## config.mk

```make
export PLATFORM = sky130hd
export DESIGN_NAME = t16oc_timer
export DESIGN_NICKNAME = d
export VERILOG_FILES = /design/src/inc/t16oc_pkg.sv /design/src/verilog/t16oc_channel.sv /design/src/verilog/t16oc_timer.sv
export SDC_FILE = /design/constraint.sdc
export NUM_CORES = 1
export LEC_CHECK = 0
export ABC_AREA = 1
export BUFFER_PORTS_ARGS = -buffer_cell sky130_fd_sc_hd__buf_4
export CORE_UTILIZATION = 65
export DETAILED_ROUTE_END_ITERATION = 10
export HOLD_SLACK_MARGIN = 0.06
export PLACE_DENSITY = 0.87
export SLEW_MARGIN = 20
export SYNTH_ARGS = -nofsm -noshare
export SYNTH_HDL_FRONTEND = slang
export SYNTH_SLANG_ARGS = --single-unit
```

## constraint.sdc

```tcl
create_clock -name mclk -period 3.75 [get_ports mclk]
set_input_delay 0.75 -clock mclk [delete_from_list [all_inputs] [get_ports mclk]]
set_output_delay 0.75 -clock mclk [all_outputs]
set_load 0.02 [all_outputs]
```

## src/inc/t16oc_pkg.sv

```systemverilog
// constants shared by the timer compare block
package t16oc_pkg;
  // register word offsets
  localparam logic [3:0] T16OC_OFF_CTRL = 4'h0;
  localparam logic [3:0] T16OC_OFF_FORCE = 4'h1;
  localparam logic [3:0] T16OC_OFF_COUNT = 4'h2;
  localparam logic [3:0] T16OC_OFF_CMPA = 4'h3;
  localparam logic [3:0] T16OC_OFF_CMPB = 4'h4;
  localparam logic [3:0] T16OC_OFF_CAPT = 4'h5;
  localparam logic [3:0] T16OC_OFF_FLAGS = 4'h6;
  localparam logic [3:0] T16OC_OFF_PIN = 4'h7;
  // control field positions
  localparam int T16OC_CTRL_MODE_LSB = 0;
  localparam int T16OC_CTRL_ACTA_LSB = 4;
  localparam int T16OC_CTRL_ACTB_LSB = 6;
  // force strobe bits
  localparam int T16OC_FORCE_A_BIT = 0;
  localparam int T16OC_FORCE_B_BIT = 1;
  // flag bits
  localparam int T16OC_FLAG_OVF_BIT = 0;
  localparam int T16OC_FLAG_MA_BIT = 1;
  localparam int T16OC_FLAG_MB_BIT = 2;
  // pin control bits
  localparam int T16OC_PIN_PORTA_BIT = 0;
  localparam int T16OC_PIN_DIRA_BIT = 1;
  localparam int T16OC_PIN_PORTB_BIT = 2;
  localparam int T16OC_PIN_DIRB_BIT = 3;
  // reset values
  localparam logic [15:0] T16OC_RST_WORD = 16'h0000;
  localparam logic [3:0] T16OC_RST_MODE = 4'h0;
  localparam logic [1:0] T16OC_RST_ACT = 2'h0;
  localparam logic T16OC_RST_STATE = 1'b0;
  // waveform modes and counter limits
  localparam logic [3:0] T16OC_MODE_NORMAL = 4'h0;
  localparam logic [3:0] T16OC_MODE_CTC_CMPA = 4'h4;
  localparam logic [3:0] T16OC_MODE_FAST8 = 4'h5;
  localparam logic [3:0] T16OC_MODE_FAST9 = 4'h6;
  localparam logic [3:0] T16OC_MODE_FAST10 = 4'h7;
  localparam logic [3:0] T16OC_MODE_CTC_CAPT = 4'hC;
  localparam logic [3:0] T16OC_MODE_RESV = 4'hD;
  localparam logic [3:0] T16OC_MODE_FAST_CAPT = 4'hE;
  localparam logic [3:0] T16OC_MODE_FAST_CMPA = 4'hF;
  localparam logic [15:0] T16OC_MAX = 16'hFFFF;
  localparam logic [15:0] T16OC_BOTTOM = 16'h0000;
  localparam logic [15:0] T16OC_TOP8 = 16'h00FF;
  localparam logic [15:0] T16OC_TOP9 = 16'h01FF;
  localparam logic [15:0] T16OC_TOP10 = 16'h03FF;
  // output action codes
  localparam logic [1:0] T16OC_ACT_NONE = 2'h0;
  localparam logic [1:0] T16OC_ACT_TOGGLE = 2'h1;
  localparam logic [1:0] T16OC_ACT_CLEAR = 2'h2;
  localparam logic [1:0] T16OC_ACT_SET = 2'h3;
endpackage

```

## src/verilog/t16oc_channel.sv

```systemverilog
// one compare channel: comparator, match flag and output state
`timescale 1ns/100ps
module t16oc_channel
  import t16oc_pkg::*;
#(
  parameter int WIDTH = 16
) (
  input wire logic mclk, // system clock
  input wire logic resetn, // async reset, active low
  input wire logic [WIDTH-1:0] count, // timer_count
  input wire logic [WIDTH-1:0] compareValue, // compare_value
  input wire logic timerTick, // prescaled timer clock enable
  input wire logic blockMatch, // counter was written, drop next match
  input wire logic [1:0] compareOutputAction, // action field
  input wire logic pwmMode, // waveform mode is a pwm mode
  input wire logic topHit, // counter clears from top this tick
  input wire logic forceCompareStrobe, // forced compare, already gated
  input wire logic flagClear, // software clear of the match flag
  output logic compareMatchFlag, // sticky match flag
  output logic compareOutputState // internal output state
);
  logic matchEvent;
  logic stateNext;

  assign matchEvent = timerTick && !blockMatch && (count == compareValue);

  // flag is set by real matches only; set beats a same-cycle clear
  always_ff @(posedge mclk or negedge resetn) begin
    if (!resetn) begin
      compareMatchFlag <= 1'b0;
    end else if (matchEvent) begin
      compareMatchFlag <= 1'b1;
    end else if (flagClear) begin
      compareMatchFlag <= 1'b0;
    end
  end

  // action is read live so a new field governs the next match
  always_comb begin
    stateNext = compareOutputState;
    if (pwmMode) begin
      if (topHit) begin
        if (compareOutputAction == T16OC_ACT_CLEAR) stateNext = 1'b1;
        if (compareOutputAction == T16OC_ACT_SET) stateNext = 1'b0;
      end
      if (matchEvent) begin
        if (compareOutputAction == T16OC_ACT_CLEAR) stateNext = 1'b0;
        if (compareOutputAction == T16OC_ACT_SET) stateNext = 1'b1;
      end
    end else if (matchEvent || forceCompareStrobe) begin
      case (compareOutputAction)
        T16OC_ACT_TOGGLE: stateNext = !compareOutputState;
        T16OC_ACT_CLEAR: stateNext = 1'b0;
        T16OC_ACT_SET: stateNext = 1'b1;
        default: stateNext = compareOutputState;
      endcase
    end
  end

  // mode changes do not touch the state
  always_ff @(posedge mclk or negedge resetn) begin
    if (!resetn) begin
      compareOutputState <= T16OC_RST_STATE;
    end else begin
      compareOutputState <= stateNext;
    end
  end

  a_action_none_hold: assert property (
    @(posedge mclk) disable iff (!resetn)
    (compareOutputAction == T16OC_ACT_NONE) |=> $stable(compareOutputState)
  ) else $error("output state changed with no action selected");

  a_force_toggles: assert property (
    @(posedge mclk) disable iff (!resetn)
    (forceCompareStrobe && !pwmMode && compareOutputAction == T16OC_ACT_TOGGLE && !matchEvent)
      |=> (compareOutputState != $past(compareOutputState))
  ) else $error("forced compare did not toggle output state");
endmodule

```

## src/verilog/t16oc_timer.sv

```systemverilog
// 16-bit timer with normal counting, two compare channels and pin override
// Functional notes
// - force strobe applies action like real match, in non-pwm modes only
// - force strobe sets no flag, keeps counter
// - counter write blocks next tick's matches
// - written top in pwm: count on to max
// - output state survives mode changes
// - action change affects next match only
// - reset clears output states to zero
// - nonzero action overrides port output value
// - pin driven only when direction selects output
// - actions never touch input capture
// - action zero leaves output state unchanged
// - counting depends only on waveform mode
// - pwm: actions select output polarity
// - non-pwm: actions set, clear or toggle
// - normal mode increments and wraps to zero
// - overflow set when counter wraps from max in non-pwm modes, or at top in fast pwm modes (never in default-decoded pwm modes)
// - overflow cleared when interrupt executes
// - normal mode accepts counter writes anytime
// - comparator sets match flag at tick
// - non-pwm modes are normal, both ctc and reserved
`timescale 1ns/100ps
module t16oc_timer
  import t16oc_pkg::*;
#(
  parameter int WIDTH = 16
) (
  input wire logic mclk, // system clock, 25 MHz
  input wire logic resetn, // async reset, active low
  input wire logic timerTick, // prescaled timer clock enable, mclk domain
  input wire logic overflowIntAck, // overflow interrupt executed, pulse
  input wire logic [3:0] regAddr, // register word address
  input wire logic [15:0] regWdata, // register write data
  input wire logic regWrite, // write strobe
  input wire logic regRead, // read strobe
  output logic [15:0] regRdata, // read data, cycle after strobe
  output logic pinOutA, // channel a pin level
  output logic pinOeNA, // channel a pin enable, low drives
  output logic pinOutB, // channel b pin level
  output logic pinOeNB, // channel b pin enable, low drives
  output logic overflowFlag, // overflow_flag
  output logic compareMatchFlagA, // compare_match_flag a
  output logic compareMatchFlagB // compare_match_flag b
);
  logic [3:0] waveformModeSelect_reg;
  logic [1:0] compareOutputActionA_reg;
  logic [1:0] compareOutputActionB_reg;
  logic [WIDTH-1:0] timerCount_reg;
  logic [WIDTH-1:0] timerCount_next;
  logic [WIDTH-1:0] compareValueA_reg;
  logic [WIDTH-1:0] compareValueB_reg;
  logic [WIDTH-1:0] captureValue_reg;
  logic [3:0] pinCtrl_reg;
  logic blockMatch_reg;
  logic [WIDTH-1:0] topValue;
  logic clearOnTop;
  logic pwmMode;
  logic topHit;
  logic countWrite;
  logic forceWrite;
  logic flagWrite;
  logic compareOutputStateA;
  logic compareOutputStateB;
  logic [15:0] readMux;

  assign countWrite = regWrite && (regAddr == T16OC_OFF_COUNT);
  assign flagWrite = regWrite && (regAddr == T16OC_OFF_FLAGS);
  assign forceWrite = regWrite && (regAddr == T16OC_OFF_FORCE) && !pwmMode;

  // mode decode; dual-slope pwm modes are kept single-slope here
  always_comb begin
    pwmMode = 1'b1;
    clearOnTop = 1'b0;
    topValue = T16OC_MAX;
    case (waveformModeSelect_reg)
      T16OC_MODE_NORMAL: begin
        pwmMode = 1'b0;
      end
      T16OC_MODE_CTC_CMPA: begin
        pwmMode = 1'b0;
        clearOnTop = 1'b1;
        topValue = compareValueA_reg;
      end
      T16OC_MODE_CTC_CAPT: begin
        pwmMode = 1'b0;
        clearOnTop = 1'b1;
        topValue = captureValue_reg;
      end
      T16OC_MODE_RESV: begin
        pwmMode = 1'b0;
      end
      T16OC_MODE_FAST8: begin
        clearOnTop = 1'b1;
        topValue = T16OC_TOP8;
      end
      T16OC_MODE_FAST9: begin
        clearOnTop = 1'b1;
        topValue = T16OC_TOP9;
      end
      T16OC_MODE_FAST10: begin
        clearOnTop = 1'b1;
        topValue = T16OC_TOP10;
      end
      T16OC_MODE_FAST_CAPT: begin
        clearOnTop = 1'b1;
        topValue = captureValue_reg;
      end
      T16OC_MODE_FAST_CMPA: begin
        clearOnTop = 1'b1;
        topValue = compareValueA_reg;
      end
      default: begin
        pwmMode = 1'b1;
      end
    endcase
  end

  // a blocked tick cannot see the top match, so the count runs on to max
  assign topHit = timerTick && clearOnTop && !blockMatch_reg && (timerCount_reg == topValue);

  // only the mode field steers counting, never the action fields
  always_comb begin
    timerCount_next = timerCount_reg;
    if (countWrite) begin
      timerCount_next = regWdata[WIDTH-1:0];
    end else if (topHit) begin
      timerCount_next = T16OC_BOTTOM;
    end else if (timerTick) begin
      timerCount_next = timerCount_reg + 1'b1;
    end
  end

  always_ff @(posedge mclk or negedge resetn) begin
    if (!resetn) begin
      timerCount_reg <= T16OC_RST_WORD;
    end else begin
      timerCount_reg <= timerCount_next;
    end
  end

  // block stays armed through a stopped clock until the next tick
  always_ff @(posedge mclk or negedge resetn) begin
    if (!resetn) begin
      blockMatch_reg <= 1'b0;
    end else if (countWrite) begin
      blockMatch_reg <= 1'b1;
    end else if (timerTick) begin
      blockMatch_reg <= 1'b0;
    end
  end

  // overflow: set wins over ack and write-one clear
  always_ff @(posedge mclk or negedge resetn) begin
    if (!resetn) begin
      overflowFlag <= 1'b0;
    end else if (!countWrite && (pwmMode ? topHit :
                 (timerTick && timerCount_reg == T16OC_MAX))) begin
      overflowFlag <= 1'b1;
    end else if (overflowIntAck || (flagWrite && regWdata[T16OC_FLAG_OVF_BIT])) begin
      overflowFlag <= 1'b0;
    end
  end

  always_ff @(posedge mclk or negedge resetn) begin
    if (!resetn) begin
      waveformModeSelect_reg <= T16OC_RST_MODE;
      compareOutputActionA_reg <= T16OC_RST_ACT;
      compareOutputActionB_reg <= T16OC_RST_ACT;
    end else if (regWrite && regAddr == T16OC_OFF_CTRL) begin
      waveformModeSelect_reg <= regWdata[T16OC_CTRL_MODE_LSB +: 4];
      compareOutputActionA_reg <= regWdata[T16OC_CTRL_ACTA_LSB +: 2];
      compareOutputActionB_reg <= regWdata[T16OC_CTRL_ACTB_LSB +: 2];
    end
  end

  // compare values unbuffered: pwm double buffering is outside this block
  always_ff @(posedge mclk or negedge resetn) begin
    if (!resetn) begin
      compareValueA_reg <= T16OC_RST_WORD;
      compareValueB_reg <= T16OC_RST_WORD;
      captureValue_reg <= T16OC_RST_WORD;
      pinCtrl_reg <= T16OC_RST_WORD[3:0];
    end else if (regWrite) begin
      if (regAddr == T16OC_OFF_CMPA) compareValueA_reg <= regWdata[WIDTH-1:0];
      if (regAddr == T16OC_OFF_CMPB) compareValueB_reg <= regWdata[WIDTH-1:0];
      if (regAddr == T16OC_OFF_CAPT) captureValue_reg <= regWdata[WIDTH-1:0];
      if (regAddr == T16OC_OFF_PIN) pinCtrl_reg <= regWdata[3:0];
    end
  end

  // channel a and b are identical and independent
  t16oc_channel #(.WIDTH(WIDTH)) chanA (
    .mclk(mclk),
    .resetn(resetn),
    .count(timerCount_reg),
    .compareValue(compareValueA_reg),
    .timerTick(timerTick),
    .blockMatch(blockMatch_reg),
    .compareOutputAction(compareOutputActionA_reg),
    .pwmMode(pwmMode),
    .topHit(topHit),
    .forceCompareStrobe(forceWrite && regWdata[T16OC_FORCE_A_BIT]),
    .flagClear(flagWrite && regWdata[T16OC_FLAG_MA_BIT]),
    .compareMatchFlag(compareMatchFlagA),
    .compareOutputState(compareOutputStateA)
  );

  t16oc_channel #(.WIDTH(WIDTH)) chanB (
    .mclk(mclk),
    .resetn(resetn),
    .count(timerCount_reg),
    .compareValue(compareValueB_reg),
    .timerTick(timerTick),
    .blockMatch(blockMatch_reg),
    .compareOutputAction(compareOutputActionB_reg),
    .pwmMode(pwmMode),
    .topHit(topHit),
    .forceCompareStrobe(forceWrite && regWdata[T16OC_FORCE_B_BIT]),
    .flagClear(flagWrite && regWdata[T16OC_FLAG_MB_BIT]),
    .compareMatchFlag(compareMatchFlagB),
    .compareOutputState(compareOutputStateB)
  );

  // pin mux registered; direction alone gates the driver
  always_ff @(posedge mclk or negedge resetn) begin
    if (!resetn) begin
      pinOutA <= 1'b0;
      pinOutB <= 1'b0;
      pinOeNA <= 1'b1;
      pinOeNB <= 1'b1;
    end else begin
      pinOutA <= (compareOutputActionA_reg != T16OC_ACT_NONE) ?
                 compareOutputStateA : pinCtrl_reg[T16OC_PIN_PORTA_BIT];
      pinOutB <= (compareOutputActionB_reg != T16OC_ACT_NONE) ?
                 compareOutputStateB : pinCtrl_reg[T16OC_PIN_PORTB_BIT];
      pinOeNA <= !pinCtrl_reg[T16OC_PIN_DIRA_BIT];
      pinOeNB <= !pinCtrl_reg[T16OC_PIN_DIRB_BIT];
    end
  end

  // force register always reads zero: strobes hold no state
  always_comb begin
    readMux = 16'h0000;
    case (regAddr)
      T16OC_OFF_CTRL: begin
        readMux[T16OC_CTRL_MODE_LSB +: 4] = waveformModeSelect_reg;
        readMux[T16OC_CTRL_ACTA_LSB +: 2] = compareOutputActionA_reg;
        readMux[T16OC_CTRL_ACTB_LSB +: 2] = compareOutputActionB_reg;
      end
      T16OC_OFF_COUNT: readMux[WIDTH-1:0] = timerCount_reg;
      T16OC_OFF_CMPA: readMux[WIDTH-1:0] = compareValueA_reg;
      T16OC_OFF_CMPB: readMux[WIDTH-1:0] = compareValueB_reg;
      T16OC_OFF_CAPT: readMux[WIDTH-1:0] = captureValue_reg;
      T16OC_OFF_FLAGS: begin
        readMux[T16OC_FLAG_OVF_BIT] = overflowFlag;
        readMux[T16OC_FLAG_MA_BIT] = compareMatchFlagA;
        readMux[T16OC_FLAG_MB_BIT] = compareMatchFlagB;
      end
      T16OC_OFF_PIN: readMux[3:0] = pinCtrl_reg;
      default: readMux = 16'h0000;
    endcase
  end

  always_ff @(posedge mclk or negedge resetn) begin
    if (!resetn) begin
      regRdata <= 16'h0000;
    end else begin
      regRdata <= regRead ? readMux : 16'h0000;
    end
  end

  a_force_no_flag: assert property (
    @(posedge mclk) disable iff (!resetn)
    (forceWrite && !timerTick && !compareMatchFlagA) |=> !compareMatchFlagA
  ) else $error("forced compare set the match flag");

  a_force_keeps_count: assert property (
    @(posedge mclk) disable iff (!resetn)
    (forceWrite && !timerTick) |=> (timerCount_reg == $past(timerCount_reg))
  ) else $error("forced compare changed the counter");

  a_block_after_write: assert property (
    @(posedge mclk) disable iff (!resetn)
    (blockMatch_reg && timerTick && !compareMatchFlagA) |=> !compareMatchFlagA
  ) else $error("match not blocked after counter write");

  a_top_lost_write: assert property (
    @(posedge mclk) disable iff (!resetn)
    (pwmMode && clearOnTop && blockMatch_reg && timerTick && !countWrite &&
     timerCount_reg == topValue && timerCount_reg != T16OC_MAX)
      |=> (timerCount_reg == $past(timerCount_reg) + 16'h0001)
  ) else $error("blocked top match still cleared the counter");

  a_normal_wrap: assert property (
    @(posedge mclk) disable iff (!resetn)
    (waveformModeSelect_reg == T16OC_MODE_NORMAL && timerTick && !countWrite &&
     timerCount_reg == T16OC_MAX) |=> (timerCount_reg == T16OC_BOTTOM) && overflowFlag
  ) else $error("normal mode wrap did not reach zero with overflow");

  a_match_sets_flag: assert property (
    @(posedge mclk) disable iff (!resetn)
    (timerTick && !blockMatch_reg && timerCount_reg == compareValueB_reg)
      |=> compareMatchFlagB
  ) else $error("match flag b not set on equality");

  a_overflow_sticky: assert property (
    @(posedge mclk) disable iff (!resetn)
    (overflowFlag && !overflowIntAck && !flagWrite) |=> overflowFlag
  ) else $error("overflow flag cleared without a clear request");

  a_pin_override: assert property (
    @(posedge mclk) disable iff (!resetn)
    (compareOutputActionA_reg != T16OC_ACT_NONE) |=> (pinOutA == $past(compareOutputStateA))
  ) else $error("pin a not driven from output state");

  a_pin_direction: assert property (
    @(posedge mclk) disable iff (!resetn)
    $rose(pinCtrl_reg[T16OC_PIN_DIRB_BIT]) |=> !pinOeNB
  ) else $error("pin b enable did not follow direction bit");

  a_read_count: assert property (
    @(posedge mclk) disable iff (!resetn)
    (regRead && regAddr == T16OC_OFF_COUNT) |=> (regRdata == $past(timerCount_reg))
  ) else $error("counter read returned wrong value");

  // without a tick nothing but a force may move the state, and pwm drops forces
  a_pwm_force_hold: assert property (
    @(posedge mclk) disable iff (!resetn)
    (pwmMode && regWrite && regAddr == T16OC_OFF_FORCE && !timerTick)
      |=> $stable(compareOutputStateA)
  ) else $error("forced compare acted in a pwm mode");

  a_normal_count: assert property (
    @(posedge mclk) disable iff (!resetn)
    (waveformModeSelect_reg == T16OC_MODE_NORMAL && timerTick && !countWrite &&
     timerCount_reg != T16OC_MAX) |=> (timerCount_reg == $past(timerCount_reg) + 16'h0001)
  ) else $error("normal mode did not increment");

  a_block_release: assert property (
    @(posedge mclk) disable iff (!resetn)
    (blockMatch_reg && timerTick && !countWrite) |=> !blockMatch_reg
  ) else $error("match block outlived one timer tick");
endmodule

```

==> summary.txt <==
Synthesis
  • Post-synthesis compound-gate area fraction: 16.32%
  • Sequential element share of the synthesized area: 43.95%
  • Mux cell area share after synthesis: 0%
  • Yosys reg bits: 102
  • YS warnings: 0
  • Cells after Synth: 800
  • Adder and majority cell fraction of the synthesized area: less than 1%
  • Main combinational cell family by area after synthesis: simple AND/OR/NAND/NOR gates
  • Synthesized-area fraction occupied by and/or/nand/nor cells: around 27%
  • Syn Area/Cell: 7.266 µm²
  • Syn_nets: 827
  • Area of the mapped netlist: just under 0.006 mm²
  • Synth unique cells: 36
  • Post-Synth XOR/XNOR Area: 3.013%

Timing
  • Hold slack: 0.4302 ns
  • Setup violations, final: 0
  • Setup TNS: 0 ns
  • RSZ-0062 raised after global routing: false
  • Min Tclk post-route: 2.726 ns
  • Max Fclk: 366.9 MHz
  • Slew @ Worst Pin: 1.090 ns
  • Final hold vios: 0
  • Fin crit share: between 70% and 80%
  • Slew headroom: 27.17%
  • Max Transition Viols Final: 0
  • Worst Skew: around 0.023 ns

Flow run
  • Max-capacitance violation count: 0

Routing
  • Vias: 5,913
  • Routed WL: 18,290 µm
  • Wire length per cell: 19.23 µm
  • # DRC: 0
  • Post-route ant nets: 0
  • DR vias/cell: around 6.2
  • DRT Pass-1 Iters: 6
  • Initial DRC Count: 640

Power and ir drop
  • Static Leak: between 3 and 4 nW
  • Reg power frac: 44.6%
  • Combinational power share: 33.3%
  • Pint: approximately 2.2 mW
  • Switching pwr: 1.512 mW
  • Max VDD drop: 381.8 µV
  • Clock power share: 22.1%
  • Switching Share: between 40% and 50%
  • P per Cell Area: 569.5 mW/mm²

Die
  • Die Area: 0.009326 mm²
  • Die Width: 96.57 µm
  • I/O pin total: 49
  • Core ar.: 0.008678 mm²
  • Starting Density: roughly two thirds
  • Rows: 34
  • Height of the die: 96.57 µm

Status
  • Status: finished, final reports clean

Global route
  • First-pass GRT wire length: roughly 28,000 µm
  • Initial antenna violation count: 0
  • Gr usage total: about two fifths
  • Vias in the first global route: 5,387
  • Pin count of the biggest net entering global routing: 65
  • Grt ovf: 0

Setup path
  • Crit-path cells: ha_1, nand3_1, nor3_1, nand2_1, nor3_2, nand3_1, nor3_1, o21ai_0, o32ai_1
  • Crit-path max FO: 8
  • CP delay by family, top: simple AND/OR/NAND/NOR gates
  • Worst setup SP type: flop
  • Crit path arrival time: 3.00 ns
  • Worst path bufs/invs: 0
  • Setup crit end kind: flop
  • Crit path kind: flop to flop
  • Worst path max stage delay: 0.51 ns
  • Crit-path slowest cell: dfrtp_1
  • Critical path required time: slightly above 4 ns

Clock network
  • TritonCTS clock tree: yes
  • Post-CTS sizing: 0
  • Post-CTS setup buffers: 0
  • Clk buf depth: 2
  • Clock latency on the worst-skew pair: 0.38 ns
  • Clk sinks: 102
  • Clock root buffer: clkbuf_8
  • CTS Buf Count: 9
  • CTS Hold Bufs: 0
  • # H-tree levels: 3
  • Clk slew on worst S/H paths: around 0.11 ns

Placement
  • Port bufs: 48
  • Hpwl dp: between 10,000 and 15,000 µm
  • Placer Congestion: 0.9802

Cells and area
  • # diodes: 0
  • Nets: 865
  • Area Overhead vs Synth: 11.11%
  • Share of layout cells above drive strength 1: 10.79%
  • FILL cells: 704

Worst hold path
  • Worst min path class: flop to flop
## per-layer routing
metal  vias to the layer above  GRT usage, %  wire length (µm)  share of wire, %
li1                       2695             -                 -                 -
met1                      2751         55.99              7217                39
met2                       402         64.08              8205                45
met3                        65         10.64              2136                12
met4                         0         16.54               730               4.0
met5                         -             0                 0                 0
## per-stage QoR
| step | instance area (µm²) | setup slack [ns] | total power [mW] | utilization [%] | cells |
|---|---|---|---|---|---|
| after floorplan | 5813 | 1.535 | 2.448 | - | 800 |
| after detailed placement | 6235 | 0.8820 | 2.831 | 71.84 | 935 |
| final | 6459 | 1.024 | 3.678 | 74.42 | 951 |
| after global placement | 6235 | 1.009 | 2.783 | 71.84 | 935 |
| after CTS | 6459 | 1.151 | 3.634 | 74.42 | 951 |
| after global routing | 6459 | 0.8101 | 3.873 | 74.42 | 951 |
## worst reg2reg max path, cell delays in order (launching register included)
cell	delay, ns
dfrtp_1	0.51
ha_1	0.26
nand3_1	0.16
nor3_1	0.32
nand2_1	0.17
nor3_2	0.27
nand3_1	0.18
nor3_1	0.37
o21ai_0	0.21
o32ai_1	0.17
## placed cells by master (no fill, tap or decap), drive strengths merged
cell and count:
nor3 9, nand2 223, a221oi 9, nor2 82, dfstp 2, ha 1, a22oi 3, xor2 12
buf 58, clkinv 4, xnor2 8, a211oi 5, a21oi 14, nand3 40, dfrtp 100, inv 108
clkbuf 9, a22o 1, or2 2, a2111oi 1, o21ai 86, nand4 17, o22ai 26, o32ai 1
a31oi 8, bufinv 2, o221ai 4, o2111ai 4, nand3b 4
## worst paths after layout
check / to / startpoint / slack, ns / cells past startpoint
worst min register to register: pinOeNA$_DFF_PN1_ / pinCtrl_reg[1]$_DFFE_PN0P_ / 0.43 / 1
worst min-delay path: pinOeNA$_DFF_PN1_ / pinCtrl_reg[1]$_DFFE_PN0P_ / 0.43 / 1
worst max register to register: overflowFlag$_DFFE_PN0P_ / timerCount_reg[1]$_DFFE_PN0P_ / 1.02 / 9
max in group asynchronous: compareValueA_reg[6]$_DFFE_PN0P_ / resetn / 2.48 / 2
min in group asynchronous: captureValue_reg[11]$_DFFE_PN0P_ / resetn / 0.46 / 1
worst max-delay path: overflowFlag$_DFFE_PN0P_ / timerCount_reg[1]$_DFFE_PN0P_ / 1.02 / 9
## power by group through the flow
stage | clock network [mW] | logic [mW] | registers, mW
after floorplan | 0 | 0.926 | 1.52
after global placement | 0 | 1.15 | 1.64
after detailed placement | 0 | 1.19 | 1.64
after CTS | 0.816 | 1.20 | 1.62
after global routing | 0.849 | 1.36 | 1.66
final | 0.812 | 1.22 | 1.64
## final cells by class
| cell class | count | area (µm²) | share of cell area, % |
|---|---|---|---|
| clock inverter | 7 | 100.1 | 1.550 |
| sequential | 102 | 2555 | 39.56 |
| tap | 108 | 135.1 | 2.092 |
| timing repair buffer | 58 | 435.4 | 6.742 |
| multi-input combinational | 560 | 2708 | 41.92 |
| inverter | 107 | 401.6 | 6.219 |
| clock buffer | 9 | 123.9 | 1.918 |
## logic make-up after synthesis
family | after synthesis
compound gates | 162
xor+xnor | 20
fa+ha+maj | 1
buf+inv | 138
flops | 102
simple gates | 377
## cell usage after synthesis
cell | count | area share (%)
buf_6 | 3 | 0.58
a22o_1 | 1 | 0.15
nand3_1 | 39 | 3.4
nor3_1 | 8 | 0.69
dfstp_2 | 2 | 0.90
or2_2 | 2 | 0.22
buf_4 | 2 | 0.26
clkinv_1 | 3 | 0.19
dfrtp_1 | 100 | 43
a31oi_1 | 8 | 0.86
ha_1 | 1 | 0.22
a22oi_1 | 3 | 0.39
nand3_2 | 1 | 0.17
inv_2 | 2 | 0.13
a211oi_1 | 5 | 0.65
o21ai_0 | 86 | 7.4
xnor2_1 | 8 | 1.2
inv_1 | 102 | 6.6
o2111ai_1 | 4 | 0.60
nand4_1 | 17 | 1.8
nor2_1 | 78 | 5.0
nand2_2 | 4 | 0.43
o22ai_1 | 26 | 2.8
xor2_1 | 12 | 1.8
a2111oi_0 | 1 | 0.15
a221oi_1 | 9 | 1.4
nand2_1 | 219 | 14
a21oi_1 | 14 | 1.2
nand3b_1 | 4 | 0.52
o32ai_1 | 1 | 0.15
clkbuf_1 | 20 | 1.3
buf_2 | 4 | 0.34
nor2_2 | 4 | 0.43
nor3_2 | 1 | 0.17
buf_1 | 2 | 0.13
o221ai_1 | 4 | 0.60
No activity file was read; power rests on OpenSTA's default activity.
